## src/verilog/gauge_pkg.sv

```systemverilog
/*
  Shared constants and carrier types for the charge gauge control block.
  Assumes a single 100 MHz system clock and a register port driven by a
  serial-bus slave engine outside this block.
*/
package gauge_pkg;

  // Register addresses as seen through the serial-bus register pointer.
  localparam logic [7:0] ADDR_STATUS = 8'h00;  // Status, read only.
  localparam logic [7:0] ADDR_CONTROL = 8'h01;  // Gauge control.
  localparam logic [7:0] ADDR_COUNT_HIGH = 8'h02;  // Charge count high byte.
  localparam logic [7:0] ADDR_COUNT_LOW = 8'h03;  // Charge count low byte.
  localparam logic [7:0] ADDR_THR_HIGH_MSB = 8'h04;  // High threshold, high byte.
  localparam logic [7:0] ADDR_THR_HIGH_LSB = 8'h05;  // High threshold, low byte.
  localparam logic [7:0] ADDR_THR_LOW_MSB = 8'h06;  // Low threshold, high byte.
  localparam logic [7:0] ADDR_THR_LOW_LSB = 8'h07;  // Low threshold, low byte.

  // Control register field positions.
  localparam int CTRL_VBAT_HI = 7;  // Voltage alert select, top bit.
  localparam int CTRL_VBAT_LO = 6;  // Voltage alert select, bottom bit.
  localparam int CTRL_PRESC_HI = 5;  // Prescaler exponent, top bit.
  localparam int CTRL_PRESC_LO = 3;  // Prescaler exponent, bottom bit.
  localparam int CTRL_PIN_HI = 2;  // Pin mode, top bit (alert only in mode 10).
  localparam int CTRL_PIN_LO = 1;  // Pin mode, bottom bit.
  localparam int CTRL_SHUTDOWN = 0;  // Analog shutdown bit.

  // Status register field positions.
  localparam int STAT_CHIP_ID = 7;  // Hard-coded identification bit.
  localparam int STAT_SATURATE = 5;  // Count hit top or bottom.
  localparam int STAT_CHARGE_HIGH = 3;  // Count above high threshold.
  localparam int STAT_CHARGE_LOW = 2;  // Count below low threshold.
  localparam int STAT_VBAT = 1;  // Battery below voltage threshold.
  localparam int STAT_UVLO = 0;  // Recovery from undervoltage.

  // Identification bit value; the value is arbitrary.
  localparam logic CHIP_ID_VALUE = 1'b1;

  // Reset values.
  localparam logic [7:0] CONTROL_RESET = 8'h3c;  // Alert mode, factor 128.
  localparam logic [15:0] COUNT_RESET = 16'h7fff;  // Mid-scale charge.
  localparam logic [15:0] COUNT_FULL = 16'hffff;  // Top of scale.
  localparam logic [15:0] COUNT_EMPTY = 16'h0000;  // Bottom of scale.
  localparam logic [15:0] THR_HIGH_RESET = 16'hffff;  // High threshold reset.
  localparam logic [15:0] THR_LOW_RESET = 16'h0000;  // Low threshold reset.

  // Voltage alert threshold selections.
  typedef enum logic [1:0] {
    VBAT_OFF = 2'b00,  // Voltage alert disabled.
    VBAT_2V8 = 2'b01,  // 2.8 V threshold.
    VBAT_2V9 = 2'b10,  // 2.9 V threshold.
    VBAT_3V0 = 2'b11  // 3.0 V threshold.
  } vbat_sel_t;

  // Pin modes of the dual-function pin.
  typedef enum logic [1:0] {
    PIN_DISABLED = 2'b00,  // Pin unused.
    PIN_CHARGE_DONE = 2'b01,  // Pin is a charge-complete input.
    PIN_ALERT = 2'b10,  // Pin is an open-drain alert output.
    PIN_BOTH = 2'b11  // Forbidden setting.
  } pin_mode_t;

  // Register access request from the serial-bus slave engine.
  typedef struct packed {
    logic wr;  // One-cycle write strobe.
    logic rd;  // One-cycle read strobe.
    logic [7:0] addr;  // Register pointer.
    logic [7:0] wdata;  // Write data.
  } reg_req_t;

  // Events from the analog section, synchronous to clk.
  typedef struct packed {
    logic count_pulse;  // One-cycle integrator reversal pulse.
    logic count_up;  // Direction of that pulse, 1 = charge.
    logic vbat_below;  // Battery below the selected threshold.
    logic uvlo_event;  // One-cycle pulse on undervoltage recovery.
  } analog_in_t;

endpackage

```

## src/verilog/charge_counter_control.sv

```systemverilog
/*
  Digital control and bookkeeping of a battery charge gauge: control
  register, 16-bit charge accumulator, thresholds, status and the
  dual-function alert or charge-complete pin.
  Assumes a serial-bus slave engine that issues one-cycle register strobes
  and reports a completed alert response, and an analog section whose
  events arrive synchronous to clk.
*/
`timescale 1ns/1ps
module charge_counter_control (
  input wire logic clk,  // System clock, 100 MHz.
  input wire logic sys_rst,  // Asynchronous reset, active high.
  input wire gauge_pkg::reg_req_t reg_req,  // Register access strobes.
  output logic [7:0] reg_rdata,  // Read data, valid the cycle after rd.
  input wire gauge_pkg::analog_in_t analog_in,  // Analog section events.
  output gauge_pkg::vbat_sel_t vbat_sel,  // Voltage comparator threshold.
  output logic analog_shutdown,  // Powers down the analog section.
  input wire logic ara_done,  // Pulse: alert response sent in full.
  output logic ara_respond,  // Device may answer an alert response.
  input wire logic alert_or_charge_done_pin_in,  // Pin level.
  output logic alert_or_charge_done_pin_out,  // Pin drive value, always 0.
  output logic alert_or_charge_done_pin_oe  // High while pulling the pin low.
);
  import gauge_pkg::*;

  logic [7:0] gauge_control;  // Control register.
  logic [15:0] charge_accumulator;  // Accumulated charge.
  logic [15:0] thr_high;  // High charge threshold.
  logic [15:0] thr_low;  // Low charge threshold.
  logic flag_saturate;  // Saturation flag.
  logic flag_high;  // High threshold flag.
  logic flag_low;  // Low threshold flag.
  logic flag_vbat;  // Voltage alert flag.
  logic flag_uvlo;  // Undervoltage recovery flag.
  logic alert_pending;  // An alert awaits an alert response.
  logic step;  // Accumulator step from the prescaler.
  logic step_up;  // Direction of that step.
  logic above;  // Count above high threshold.
  logic below;  // Count below low threshold.
  logic shutdown;  // Shutdown bit of the control register.
  logic alert_mode;  // Pin works as alert output.
  logic charge_done_mode;  // Pin works as charge-complete input.
  logic charge_done;  // Charge-complete input is high.
  logic vbat_cond;  // Voltage alert condition now present.
  logic sat_cond;  // Count sits at a limit.
  logic sat_event;  // A step hits or pushes against a limit.
  logic status_read;  // Host reads the status register.
  logic [7:0] status_value;  // Assembled status byte.
  logic new_alert;  // A flag other than undervoltage becomes set this cycle.

  // Control field decoding.
  assign shutdown = gauge_control[CTRL_SHUTDOWN];
  // Exact decode; the forbidden pin mode 11 falls to neither function.
  assign alert_mode = (gauge_control[CTRL_PIN_HI:CTRL_PIN_LO] == PIN_ALERT);
  assign charge_done_mode = (gauge_control[CTRL_PIN_HI:CTRL_PIN_LO] == PIN_CHARGE_DONE);
  assign charge_done = charge_done_mode && alert_or_charge_done_pin_in;

  // Voltage alert counts only when a threshold is selected.
  assign vbat_cond = (gauge_control[CTRL_VBAT_HI:CTRL_VBAT_LO] != VBAT_OFF)
                     && analog_in.vbat_below;

  // Saturation: the count sits at a limit, or a step reaches one.
  assign sat_cond = (charge_accumulator == COUNT_FULL)
                    || (charge_accumulator == COUNT_EMPTY);
  assign sat_event = step && !charge_done
                     && ((step_up && charge_accumulator >= (COUNT_FULL - 16'h0001))
                     || (!step_up && charge_accumulator <= (COUNT_EMPTY + 16'h0001)));

  assign status_read = reg_req.rd && (reg_req.addr == ADDR_STATUS);

  // A flag other than undervoltage rising from clear to set is a new alert event.
  assign new_alert = (sat_event && !flag_saturate) || (above && !flag_high)
                     || (below && !flag_low) || (vbat_cond && !flag_vbat);

  // Status byte, reserved bits read as zero.
  always_comb begin
    status_value = 8'h00;
    status_value[STAT_CHIP_ID] = CHIP_ID_VALUE;
    status_value[STAT_SATURATE] = flag_saturate;
    status_value[STAT_CHARGE_HIGH] = flag_high;
    status_value[STAT_CHARGE_LOW] = flag_low;
    status_value[STAT_VBAT] = flag_vbat;
    status_value[STAT_UVLO] = flag_uvlo;
  end

  // The prescaler only sees pulses while the analog section is on.
  charge_prescaler u_prescaler (
    .clk(clk),
    .sys_rst(sys_rst),
    .clear(shutdown || charge_done),
    .pulse_in(analog_in.count_pulse && !shutdown),
    .up_in(analog_in.count_up),
    .exponent(gauge_control[CTRL_PRESC_HI:CTRL_PRESC_LO]),
    .step(step),
    .step_up(step_up)
  );

  // Threshold compare against the live count.
  charge_compare u_compare (
    .clk(clk),
    .sys_rst(sys_rst),
    .count(charge_accumulator),
    .thr_high(thr_high),
    .thr_low(thr_low),
    .above(above),
    .below(below)
  );

  // Control register: written by the host, reset to alert mode, factor 128.
  always_ff @(posedge clk or posedge sys_rst) begin
    if (sys_rst) begin
      gauge_control <= CONTROL_RESET;
    end else if (reg_req.wr && reg_req.addr == ADDR_CONTROL) begin
      gauge_control <= reg_req.wdata;
    end
  end

  // Accumulator: host write first, then charge-complete preset, then steps.
  always_ff @(posedge clk or posedge sys_rst) begin
    if (sys_rst) begin
      charge_accumulator <= COUNT_RESET;
    end else if (reg_req.wr && reg_req.addr == ADDR_COUNT_HIGH) begin
      // The host writes each byte alone; the other byte stays.
      charge_accumulator[15:8] <= reg_req.wdata;
    end else if (reg_req.wr && reg_req.addr == ADDR_COUNT_LOW) begin
      charge_accumulator[7:0] <= reg_req.wdata;
    end else if (charge_done) begin
      // Charger reports a full battery; counting resumes once it is low.
      charge_accumulator <= COUNT_FULL;
    end else if (step && !shutdown) begin
      // Steps stop at the limits instead of wrapping.
      if (step_up && charge_accumulator != COUNT_FULL) begin
        charge_accumulator <= charge_accumulator + 16'h0001;
      end else if (!step_up && charge_accumulator != COUNT_EMPTY) begin
        charge_accumulator <= charge_accumulator - 16'h0001;
      end
    end
  end

  // Threshold registers, one byte per address.
  always_ff @(posedge clk or posedge sys_rst) begin
    if (sys_rst) begin
      thr_high <= THR_HIGH_RESET;
      thr_low <= THR_LOW_RESET;
    end else if (reg_req.wr) begin
      case (reg_req.addr)
        ADDR_THR_HIGH_MSB: begin
          thr_high[15:8] <= reg_req.wdata;
        end
        ADDR_THR_HIGH_LSB: begin
          thr_high[7:0] <= reg_req.wdata;
        end
        ADDR_THR_LOW_MSB: begin
          thr_low[15:8] <= reg_req.wdata;
        end
        ADDR_THR_LOW_LSB: begin
          thr_low[7:0] <= reg_req.wdata;
        end
        default: begin
          // Other addresses leave the thresholds alone.
        end
      endcase
    end
  end

  // Sticky status flags. A set in the same cycle as a read wins, and a
  // read only clears a flag whose cause has gone.
  always_ff @(posedge clk or posedge sys_rst) begin
    if (sys_rst) begin
      flag_saturate <= 1'b0;
      flag_high <= 1'b0;
      flag_low <= 1'b0;
      flag_vbat <= 1'b0;
      flag_uvlo <= 1'b0;
    end else begin
      if (sat_event) begin
        flag_saturate <= 1'b1;
      end else if (status_read && !sat_cond) begin
        flag_saturate <= 1'b0;
      end
      if (above) begin
        flag_high <= 1'b1;
      end else if (status_read) begin
        flag_high <= 1'b0;
      end
      if (below) begin
        flag_low <= 1'b1;
      end else if (status_read) begin
        flag_low <= 1'b0;
      end
      if (vbat_cond) begin
        flag_vbat <= 1'b1;
      end else if (status_read) begin
        flag_vbat <= 1'b0;
      end
      if (analog_in.uvlo_event) begin
        flag_uvlo <= 1'b1;
      end else if (status_read) begin
        flag_uvlo <= 1'b0;
      end
    end
  end

  // Alert latch: set by a new event, cleared by a finished alert response or outside alert mode.
  always_ff @(posedge clk or posedge sys_rst) begin
    if (sys_rst) begin
      alert_pending <= 1'b0;
    end else if (new_alert) begin
      alert_pending <= 1'b1;
    end else if (ara_done || !alert_mode) begin
      alert_pending <= 1'b0;
    end
  end

  // Pin and alert response outputs, registered.
  always_ff @(posedge clk or posedge sys_rst) begin
    if (sys_rst) begin
      alert_or_charge_done_pin_out <= 1'b0;
      alert_or_charge_done_pin_oe <= 1'b0;
      ara_respond <= 1'b0;
    end else begin
      // Open drain: the pin only ever pulls low.
      alert_or_charge_done_pin_out <= 1'b0;
      alert_or_charge_done_pin_oe <= alert_mode && alert_pending && !ara_done;
      ara_respond <= alert_mode && alert_pending && !ara_done;
    end
  end

  // Analog section controls.
  always_ff @(posedge clk or posedge sys_rst) begin
    if (sys_rst) begin
      vbat_sel <= VBAT_OFF;
      analog_shutdown <= 1'b0;
    end else begin
      vbat_sel <= vbat_sel_t'(gauge_control[CTRL_VBAT_HI:CTRL_VBAT_LO]);
      analog_shutdown <= shutdown;
    end
  end

  // Read data: registered, unmapped addresses read zero.
  always_ff @(posedge clk or posedge sys_rst) begin
    if (sys_rst) begin
      reg_rdata <= 8'h00;
    end else if (reg_req.rd) begin
      case (reg_req.addr)
        ADDR_STATUS: begin
          reg_rdata <= status_value;
        end
        ADDR_CONTROL: begin
          reg_rdata <= gauge_control;
        end
        ADDR_COUNT_HIGH: begin
          reg_rdata <= charge_accumulator[15:8];
        end
        ADDR_COUNT_LOW: begin
          reg_rdata <= charge_accumulator[7:0];
        end
        ADDR_THR_HIGH_MSB: begin
          reg_rdata <= thr_high[15:8];
        end
        ADDR_THR_HIGH_LSB: begin
          reg_rdata <= thr_high[7:0];
        end
        ADDR_THR_LOW_MSB: begin
          reg_rdata <= thr_low[15:8];
        end
        ADDR_THR_LOW_LSB: begin
          reg_rdata <= thr_low[7:0];
        end
        default: begin
          reg_rdata <= 8'h00;
        end
      endcase
    end
  end

endmodule  // charge_counter_control

```

## src/verilog/charge_prescaler.sv

```systemverilog
/*
  Prescaler that divides integrator reversal pulses by 2^exp, counting up
  or down. Assumes pulses are synchronous to clk and at most one per cycle.
*/
`timescale 1ns/1ps
module charge_prescaler (
  input wire logic clk,  // System clock.
  input wire logic sys_rst,  // Asynchronous reset, active high.
  input wire logic clear,  // Discards the residue while high.
  input wire logic pulse_in,  // Integrator reversal pulse.
  input wire logic up_in,  // Direction of pulse_in.
  input wire logic [2:0] exponent,  // Prescale exponent.
  output logic step,  // One-cycle step of the accumulator.
  output logic step_up  // Direction of step.
);
  import gauge_pkg::*;

  logic [6:0] residue;  // Sub-count charge below one accumulator step.
  logic [6:0] limit;  // Largest residue for the current factor.

  // Factor minus one, so a factor of one steps on every pulse.
  assign limit = 7'((8'h01 << exponent) - 8'h01);

  // Residue counts in the pulse direction and wraps at the factor.
  always_ff @(posedge clk or posedge sys_rst) begin
    if (sys_rst) begin
      residue <= 7'h00;
      step <= 1'b0;
      step_up <= 1'b0;
    end else begin
      step <= 1'b0;
      if (clear) begin
        // Shutdown loses any partial count.
        residue <= 7'h00;
      end else if (pulse_in) begin
        step_up <= up_in;
        if (up_in) begin
          // Overflow of the prescaler steps the count up.
          if (residue >= limit) begin
            residue <= 7'h00;
            step <= 1'b1;
          end else begin
            residue <= residue + 7'h01;
          end
        end else begin
          // Underflow steps the count down.
          if (residue == 7'h00) begin
            residue <= limit;
            step <= 1'b1;
          end else begin
            residue <= residue - 7'h01;
          end
        end
      end
    end
  end

endmodule  // charge_prescaler

```

## src/verilog/charge_compare.sv

```systemverilog
/*
  Registered compare of the charge count against both thresholds.
  Assumes all inputs are synchronous to clk.
*/
`timescale 1ns/1ps
module charge_compare (
  input wire logic clk,  // System clock.
  input wire logic sys_rst,  // Asynchronous reset, active high.
  input wire logic [15:0] count,  // Charge count.
  input wire logic [15:0] thr_high,  // High threshold.
  input wire logic [15:0] thr_low,  // Low threshold.
  output logic above,  // Count exceeds the high threshold.
  output logic below  // Count is under the low threshold.
);
  import gauge_pkg::*;

  // Compare runs every cycle, so the result lags the count by one cycle.
  always_ff @(posedge clk or posedge sys_rst) begin
    if (sys_rst) begin
      above <= 1'b0;
      below <= 1'b0;
    end else begin
      above <= (count > thr_high);
      below <= (count < thr_low);
    end
  end

endmodule  // charge_compare

```

## config.mk

```make
export PLATFORM = sky130hd
export DESIGN_NAME = charge_counter_control
export DESIGN_NICKNAME = d
export VERILOG_FILES = /design/src/verilog/gauge_pkg.sv /design/src/verilog/charge_counter_control.sv /design/src/verilog/charge_prescaler.sv /design/src/verilog/charge_compare.sv
export SDC_FILE = /design/constraint.sdc
export NUM_CORES = 1
export LEC_CHECK = 0
export BUFFER_PORTS_ARGS = -buffer_cell sky130_fd_sc_hd__buf_4
export CAP_MARGIN = 30
export CORE_MARGIN = 5
export CORE_UTILIZATION = 58
export DETAILED_ROUTE_END_ITERATION = 16
export PLACE_DENSITY_LB_ADDON = 0.12
export SLEW_MARGIN = 25
export SYNTH_ARGS = -nofsm -noshare
export SYNTH_HDL_FRONTEND = slang
export SYNTH_SLANG_ARGS = --single-unit
export TNS_END_PERCENT = 100
```

## constraint.sdc

```tcl
create_clock -name clk -period 3.4 [get_ports clk]
set_clock_uncertainty 0.2 [all_clocks]
set_input_delay 0.68 -clock clk [delete_from_list [all_inputs] [get_ports clk]]
set_output_delay 0.68 -clock clk [all_outputs]
set_load 0.01 [all_outputs]
```

=== Yosys cells after proc, flatten, opt, wreduce, memory -nomap -nowiden ===
Index checks and enable logic that the tools add are counted.

* Register bits after elaboration: 85
* ROM bits: 0
* Memories: 0
* RAM bits: 0
* Bits in latches: 0

* Multipliers: 0
* Equality and inequality tests: 12
* Multiplexer cells: 27
* Shift-type cells: 1
* Bitwise gates (word level): 2
* Order comparisons: 5
* $add $sub $neg: 5
* Reduce and logical (&&, ||, !) cells: 61
* Div/mod/pow operators: 0

{| class="wikitable"
|+ Operators by type and width
! operator !! number
|-
| 2-to-1 mux 16 bit || 4
|-
| case mux 8 bit (8 select lines) || 1
|-
| 2-to-1 mux 7 bit || 5
|-
| equality test 8 x 3 -> 1 bit, second input constant || 4
|-
| 2-to-1 mux 8 bit || 3
|-
| logical AND 1 bit || 21
|-
| adder 16 x 1 -> 16 bit, second input constant || 1
|-
| equality test 16 bit, second input constant || 1
|-
| equality test 8 x 2 -> 1 bit, second input constant || 2
|-
| >= comparator 16 bit, second input constant || 1
|-
| > comparator 16 bit || 1
|-
| less-or-equal comparator 16 x 1 -> 1 bit, second input constant || 1
|-
| logical NOT 16 bit || 1
|-
| < comparator 16 bit || 1
|-
| != test 16 bit, second input constant || 1
|-
| nonzero test 16 bit || 1
|-
| nonzero test 2 bit || 8
|-
| subtractor 16 x 1 -> 16 bit, second input constant || 1
|-
| 2-to-1 mux 1 bit || 14
|-
| subtractor 7 x 1 -> 7 bit, second input constant || 2
|-
| logical NOT 1 bit || 10
|-
| AND reduction 2 bit || 5
|-
| equality test 8 x 1 -> 1 bit, second input constant || 1
|-
| logical NOT 8 bit || 1
|-
| 12 further kinds || 22
|}

=== Longest topological paths before layout ===
* Depth in word-level cells: 10
* Mapped depth: 10

=== Modules after synthesis ===
A second synthesis with hierarchy kept.

* Cells, all modules: 673
* Area, all modules: 6,251.0 µm²

{| class="wikitable"
|+ Modules (own cells, without submodules)
! module !! cells each !! times used !! area each (µm²)
|-
| charge_counter_control || 453 || 1 || 4,514.3
|-
| charge_prescaler || 108 || 1 || 887.1
|-
| charge_compare || 112 || 1 || 849.6
|}

=== Least setup slack after synthesis ===
OpenSTA, ideal clock, no wires.

* Path type: register to register
* Start point: register gauge_control[4]
* End point: register u_prescaler.residue[6]
* Data arrival time: 2.351 ns
* Stages on the path, launching flop included: 11
* Buffers on the path: 1
* Required time: 3.134 ns
* Library setup time: 0.066 ns
* Setup slack: 0.784 ns
* Cells stage by stage: dfstp_2 > clkbuf_1 > or3_1 > ha_1 > nand2b_1 > a21o_1 > a21oi_1 > o211ai_1 > a21o_1 > nor4_1 > a211o_1

* Cells in the longest elaborated chain, start to end: 7

{| class="wikitable"
|+ Ends and longest elaborated chain
! what !! line !! RTL
|-
| start, declared || charge_counter_control.sv:26 || <nowiki>logic [7:0] gauge_control;</nowiki>
|-
| start signal, assigned || charge_counter_control.sv:114 || <nowiki>gauge_control <= reg_req.wdata;</nowiki>
|-
| << shifter 1 x 3 -> 7 bit * || charge_prescaler.sv:22 || <nowiki>assign limit = 7'((8'h01 << exponent) - 8'h01);</nowiki>
|-
| subtractor 7 x 1 -> 7 bit * || charge_prescaler.sv:22 ||
|-
| >= comparator 7 bit || charge_prescaler.sv:39 || <nowiki>if (residue >= limit) begin</nowiki>
|-
| 2-to-1 mux 7 bit || charge_prescaler.sv:39 ||
|-
| 2-to-1 mux 7 bit * || charge_prescaler.sv:37 || <nowiki>if (up_in) begin</nowiki>
|-
| 2-to-1 mux 7 bit * || charge_prescaler.sv:35 || <nowiki>end else if (pulse_in) begin</nowiki>
|-
| 2-to-1 mux 7 bit * || charge_prescaler.sv:32 || <nowiki>if (clear) begin</nowiki>
|-
| end signal, assigned || charge_prescaler.sv:43 || <nowiki>residue <= residue + 7'h01;</nowiki>
|-
| end signal, assigned || charge_prescaler.sv:48 || <nowiki>residue <= limit;</nowiki>
|-
| end signal, assigned || charge_prescaler.sv:51 || <nowiki>residue <= residue - 7'h01;</nowiki>
|-
| end, declared || charge_prescaler.sv:18 || <nowiki>logic [6:0] residue;</nowiki>
|}

Every way passes the cells marked *; elsewhere a longest branch is shown, timed or not. The select of a mux whose other input is x is not followed.
A chain may end at the register's enable or synchronous reset.

=== Final worst setup path ===
* Start point: register charge_accumulator[1]
* End point: register charge_accumulator[11]

* Cells in the longest elaborated chain, start to end: 7

{| class="wikitable"
|+ Ends and longest elaborated chain
! what !! line !! RTL
|-
| start, declared || charge_counter_control.sv:27 || <nowiki>logic [15:0] charge_accumulator;</nowiki>
|-
| start signal, assigned || charge_counter_control.sv:126 || <nowiki>charge_accumulator[7:0] <= reg_req.wdata;</nowiki>
|-
| start signal, assigned || charge_counter_control.sv:133 || <nowiki>charge_accumulator <= charge_accumulator + 16'h0001;</nowiki>
|-
| start signal, assigned || charge_counter_control.sv:135 || <nowiki>charge_accumulator <= charge_accumulator - 16'h0001;</nowiki>
|-
| subtractor 16 x 1 -> 16 bit / != test 16 bit (equally long branches) || charge_counter_control.sv:135, charge_counter_control.sv:132 ||
|-
| 2-to-1 mux 16 bit / logical AND 1 bit (equally long branches) || charge_counter_control.sv:134, charge_counter_control.sv:132 ||
|-
| 2-to-1 mux 16 bit || charge_counter_control.sv:132 || <nowiki>if (step_up && charge_accumulator != COUNT_FULL) begin</nowiki>
|-
| 2-to-1 mux 16 bit || charge_counter_control.sv:130 || <nowiki>end else if (step && !shutdown) begin</nowiki>
|-
| 2-to-1 mux 16 bit || charge_counter_control.sv:127 || <nowiki>end else if (charge_done) begin</nowiki>
|-
| 2-to-1 mux 8 bit || charge_counter_control.sv:125 || <nowiki>end else if (reg_req.wr && reg_req.addr == ADDR_COUNT_LOW) begin</nowiki>
|-
| 2-to-1 mux 8 bit || charge_counter_control.sv:122 || <nowiki>end else if (reg_req.wr && reg_req.addr == ADDR_COUNT_HIGH) begin</nowiki>
|}

Parallel ways exist; a longest one is shown, timed or not. The select of a mux whose other input is x is not followed.

==> qor.yml <==
yosys:
  synth.avg_cell_area_sq_um: 8.79
  yosys.area_share.adder_pct: 9.35
  ys_types: 68
  yosys.area_share.simple_pct: 19.1
  syn_inst: 685
  ys.flop_type: "dfrtp_1"
  syn_area_sq_um: 6020
  synth_mux_area_share_pct: 9.48
  synth_edf_count: 0
  synth_top_family_by_area: "simple AND/OR/NAND/NOR gates"
  synth-xor-area-share_pct: 0.436
  synth_compound_area_share_pct: 19.1
  synth.net_count: 756
  yosys_warnings: 0
  ys_seq_area_share_pct: 36.1
  ys_async_sr_fraction_pct: 100
  synth-seq-cells: 85
worst_setup_path:
  setup.worst_path.end: "charge_accumulator[11]"
  cp_data_required_time_ps: 3510
  critPathMaxStageDelay_ps: 700
  path_cells: "ha_1 > nand4_1 > nor4_4 > nor2b_1 > nor3_2 > a31oi_1 > or4_1 > nand3_1"
  reg2reg_from: "charge_accumulator[1]"
  path_buf_inv: 0
  worstRegToRegCells: 8
  path_max_fanout: 13
  path_class: "reg2reg"
  r2r_setup_slack_ps: 210
  end_kind: "flip-flop"
  crit_start: "charge_accumulator[1]"
  crit_family: "simple AND/OR/NAND/NOR gates"
  critical_path_depth: 8
  critPathSlowestCell: "dfstp_2"
  r2r-end: "charge_accumulator[11]"
  cp.arrival_ps: 3300
  cp-start-kind: "flip-flop"
floorplanning:
  rows: 37
  core_area_sq_um: 10200
  fp.dieH_um: 112
  io_pins: 40
  start_util_pct: 58.8
  die_area_sq_um: 12500
  die_w_um: 112
timing:
  fmax_ghz: 0.313
  fin_crit_ps: 3190
  finalHoldViolations: 0
  tns_ps: 0
  fin_crit_sh_pct: 93.8
  setup_slack_ps: 209
  rsz0062_at_grt: "no"
  slew-limit-headroom_pct: 43.0
  final_max_slew_viol_count: 0
  setup_violations: 0
  tightest_slew_ps: 853
global_routing:
  grt_pass1_vias: 5374
  track_usage_pct: 28.5
  grt-ovfl-total: 0
  grt_pass1_wl_um: 28100
  antenna_found_initial: 0
  grt_max_degree: 47
detailed_routing:
  via_per_inst: 6.48
  wl_per_cell_um: 20.6
  drt_wl_total_um: 17500
  drtAntennaViolNets: 0
  first_iter_violations: 564
  vias: 5497
  drc_errors: 0
  drt-pass1-iter-count: 6
power_and_ir_drop:
  p_leak_nw: 2.92
  max-vdd-ir-drop_uv: 394
  finalPower_mw: 3.67
  powerDensity_nw_per_um2: 555
finish:
  antennaDiodeCount: 0
  final_cell_count_no_fill: 848
  areaGrowthSynthToFinish_pct: 9.66
  fill_cells: 834
  fin_area_sq_um: 6600
  drive_above_1_share_pct: 19.7
  multi_input_area_sq_um: 3480
  seq_area_sq_um: 2170
  fin_nets: 778
clocking:
  clkTransAtPathRegs_ps: 90
  cts_sinks: 85
  cts_tree: "built"
  clk_latency_ps: 370
  cts_made_buffers: 9
  cts-root-buf: "clkbuf_8"
  htreeDepth: 3
  clock_path_buffers: 2
  hold_buffers: 0
placement:
  placed_cell_area_sq_um: 6390
  port-buffer-count: 38
  dp_slack_ps: -4.14
  routabilityCongestion: 0.955
  dpl.hpwl_um: 12800
  placedCellCount: 832
run:
  cap_viol_max_count: 0
outcome:
  run_status: "finished clean"
hold_path:
  holdCritPathClass: "in2async"
## cells in the final DEF, fill, tap and decap left out, types with 3 or more instances in the layout
master / instances
o32ai_1: 3
o31ai_1: 6
a41oi_1: 3
o211ai_1: 3
nor2b_1: 10
ha_1: 45
mux2_2: 25
nand4_1: 17
a211oi_1: 6
o21ai_0: 57
buf_4: 46
nand3_1: 18
a31oi_1: 9
a22oi_1: 4
mux2i_1: 15
or4_4: 3
clkbuf_8: 10
a21oi_1: 34
o21ai_1: 8
nor4_1: 4
o22ai_1: 17
a211o_1: 3
nand2b_1: 6
nand2_1: 64
clkbuf_1: 3
nand3b_1: 3
mux4_2: 5
inv_1: 58
a21o_1: 8
or4_1: 4
o21a_1: 3
or3_1: 7
nor2_1: 49
nor3_1: 17
and3_1: 7
o22a_1: 3
dfstp_2: 35
dfrtp_1: 50
o2bb2ai_1: 3
## through the flow
step           hold slack, ps  util (%)
5_1_grt                   254      64.5
2_1_floorplan             180         -
3_5_place_dp              219      62.5
3_3_place_gp              213      62.5
6_report                  199      64.5
4_1_cts                   205      64.4
## registers in the layout, summed over array words and instances, names as in the netlist, 2 cells and up
signal / count
vbat_sel: 2
thr_low: 16
charge_accumulator: 16
gauge_control: 8
reg_rdata: 8
u_prescaler.residue: 7
thr_high: 16
## cell usage after synthesis (all sizes together), types with 7 or more instances
master	count	area (sq um)
ha	45	563
dfstp	35	920
nand3	18	90.1
mux2	25	282
and3	7	43.8
o21ai	67	350
nand2	64	240
nand4	17	106
nor2	50	190
a21o	8	60.1
dfrtp	50	1250
nor2b	10	62.6
or3	8	55.1
a21oi	34	170
buf	13	78.8
o22ai	17	106
mux2i	15	150
a31oi	9	56.3
clkbuf	23	86.3
inv	59	221
nor3	20	121
or4	7	63.8
## kinds of logic (layout without fill, tap and decap cells)
kind of cell    Yosys count  in the layout
compound gates          185            185
xor+xnor                  3              3
fa+ha+maj                45             45
buf+inv                  95            122
flops                    85             85
mux                      46             46
other cells               1              1
simple gates            225            225
## routing by layer
| layer | GRT usage, % | share of wire (%) | up-vias |
|---|---|---|---|
| li1 | - | - | 2520 |
| met1 | 36.4 | 40 | 2658 |
| met2 | 46.2 | 48 | 253 |
| met3 | 5.60 | 7.3 | 66 |
| met4 | 13.7 | 4.4 | 0 |
| met5 | 0 | 0 | - |
## power by group
| group | internal [mW] | switching [mW] | leakage (nW) | total [mW] |
|---|---|---|---|---|
| combinational | 0.596 | 0.806 | 1.84 | 1.40 |
| sequential | 1.22 | 0.313 | 0.986 | 1.54 |
| clock | 0.361 | 0.368 | 0.0899 | 0.729 |
## worst min-delay path by stage
stage	endpoint	depth (start not counted)	slack [ps]	start
finish	reg_rdata[2]	2	200	sys_rst
global route	reg_rdata[1]	2	250	sys_rst
global placement	vbat_sel[1]	0	210	gauge_control[7]
detailed placement	vbat_sel[1]	0	220	gauge_control[7]
floorplan	vbat_sel[0]	0	180	gauge_control[6]
CTS	gauge_control[1]	2	210	sys_rst
## final cells by class
type	instances	area share (%)
multi-input cells	505	52.7
flip-flops and latches	85	32.9
repair buffers	47	5.53
inverters	59	3.37
well taps	136	2.58
clock buffers	13	2.26
clock inverters	3	0.682
## repair_timing
action                     in CTS  in global routing
buffers inserted                0                  0
setup endpoints to repair       0                  3
gates resized for setup         0                  2
Note: power is estimated with default switching activity, not from simulation.
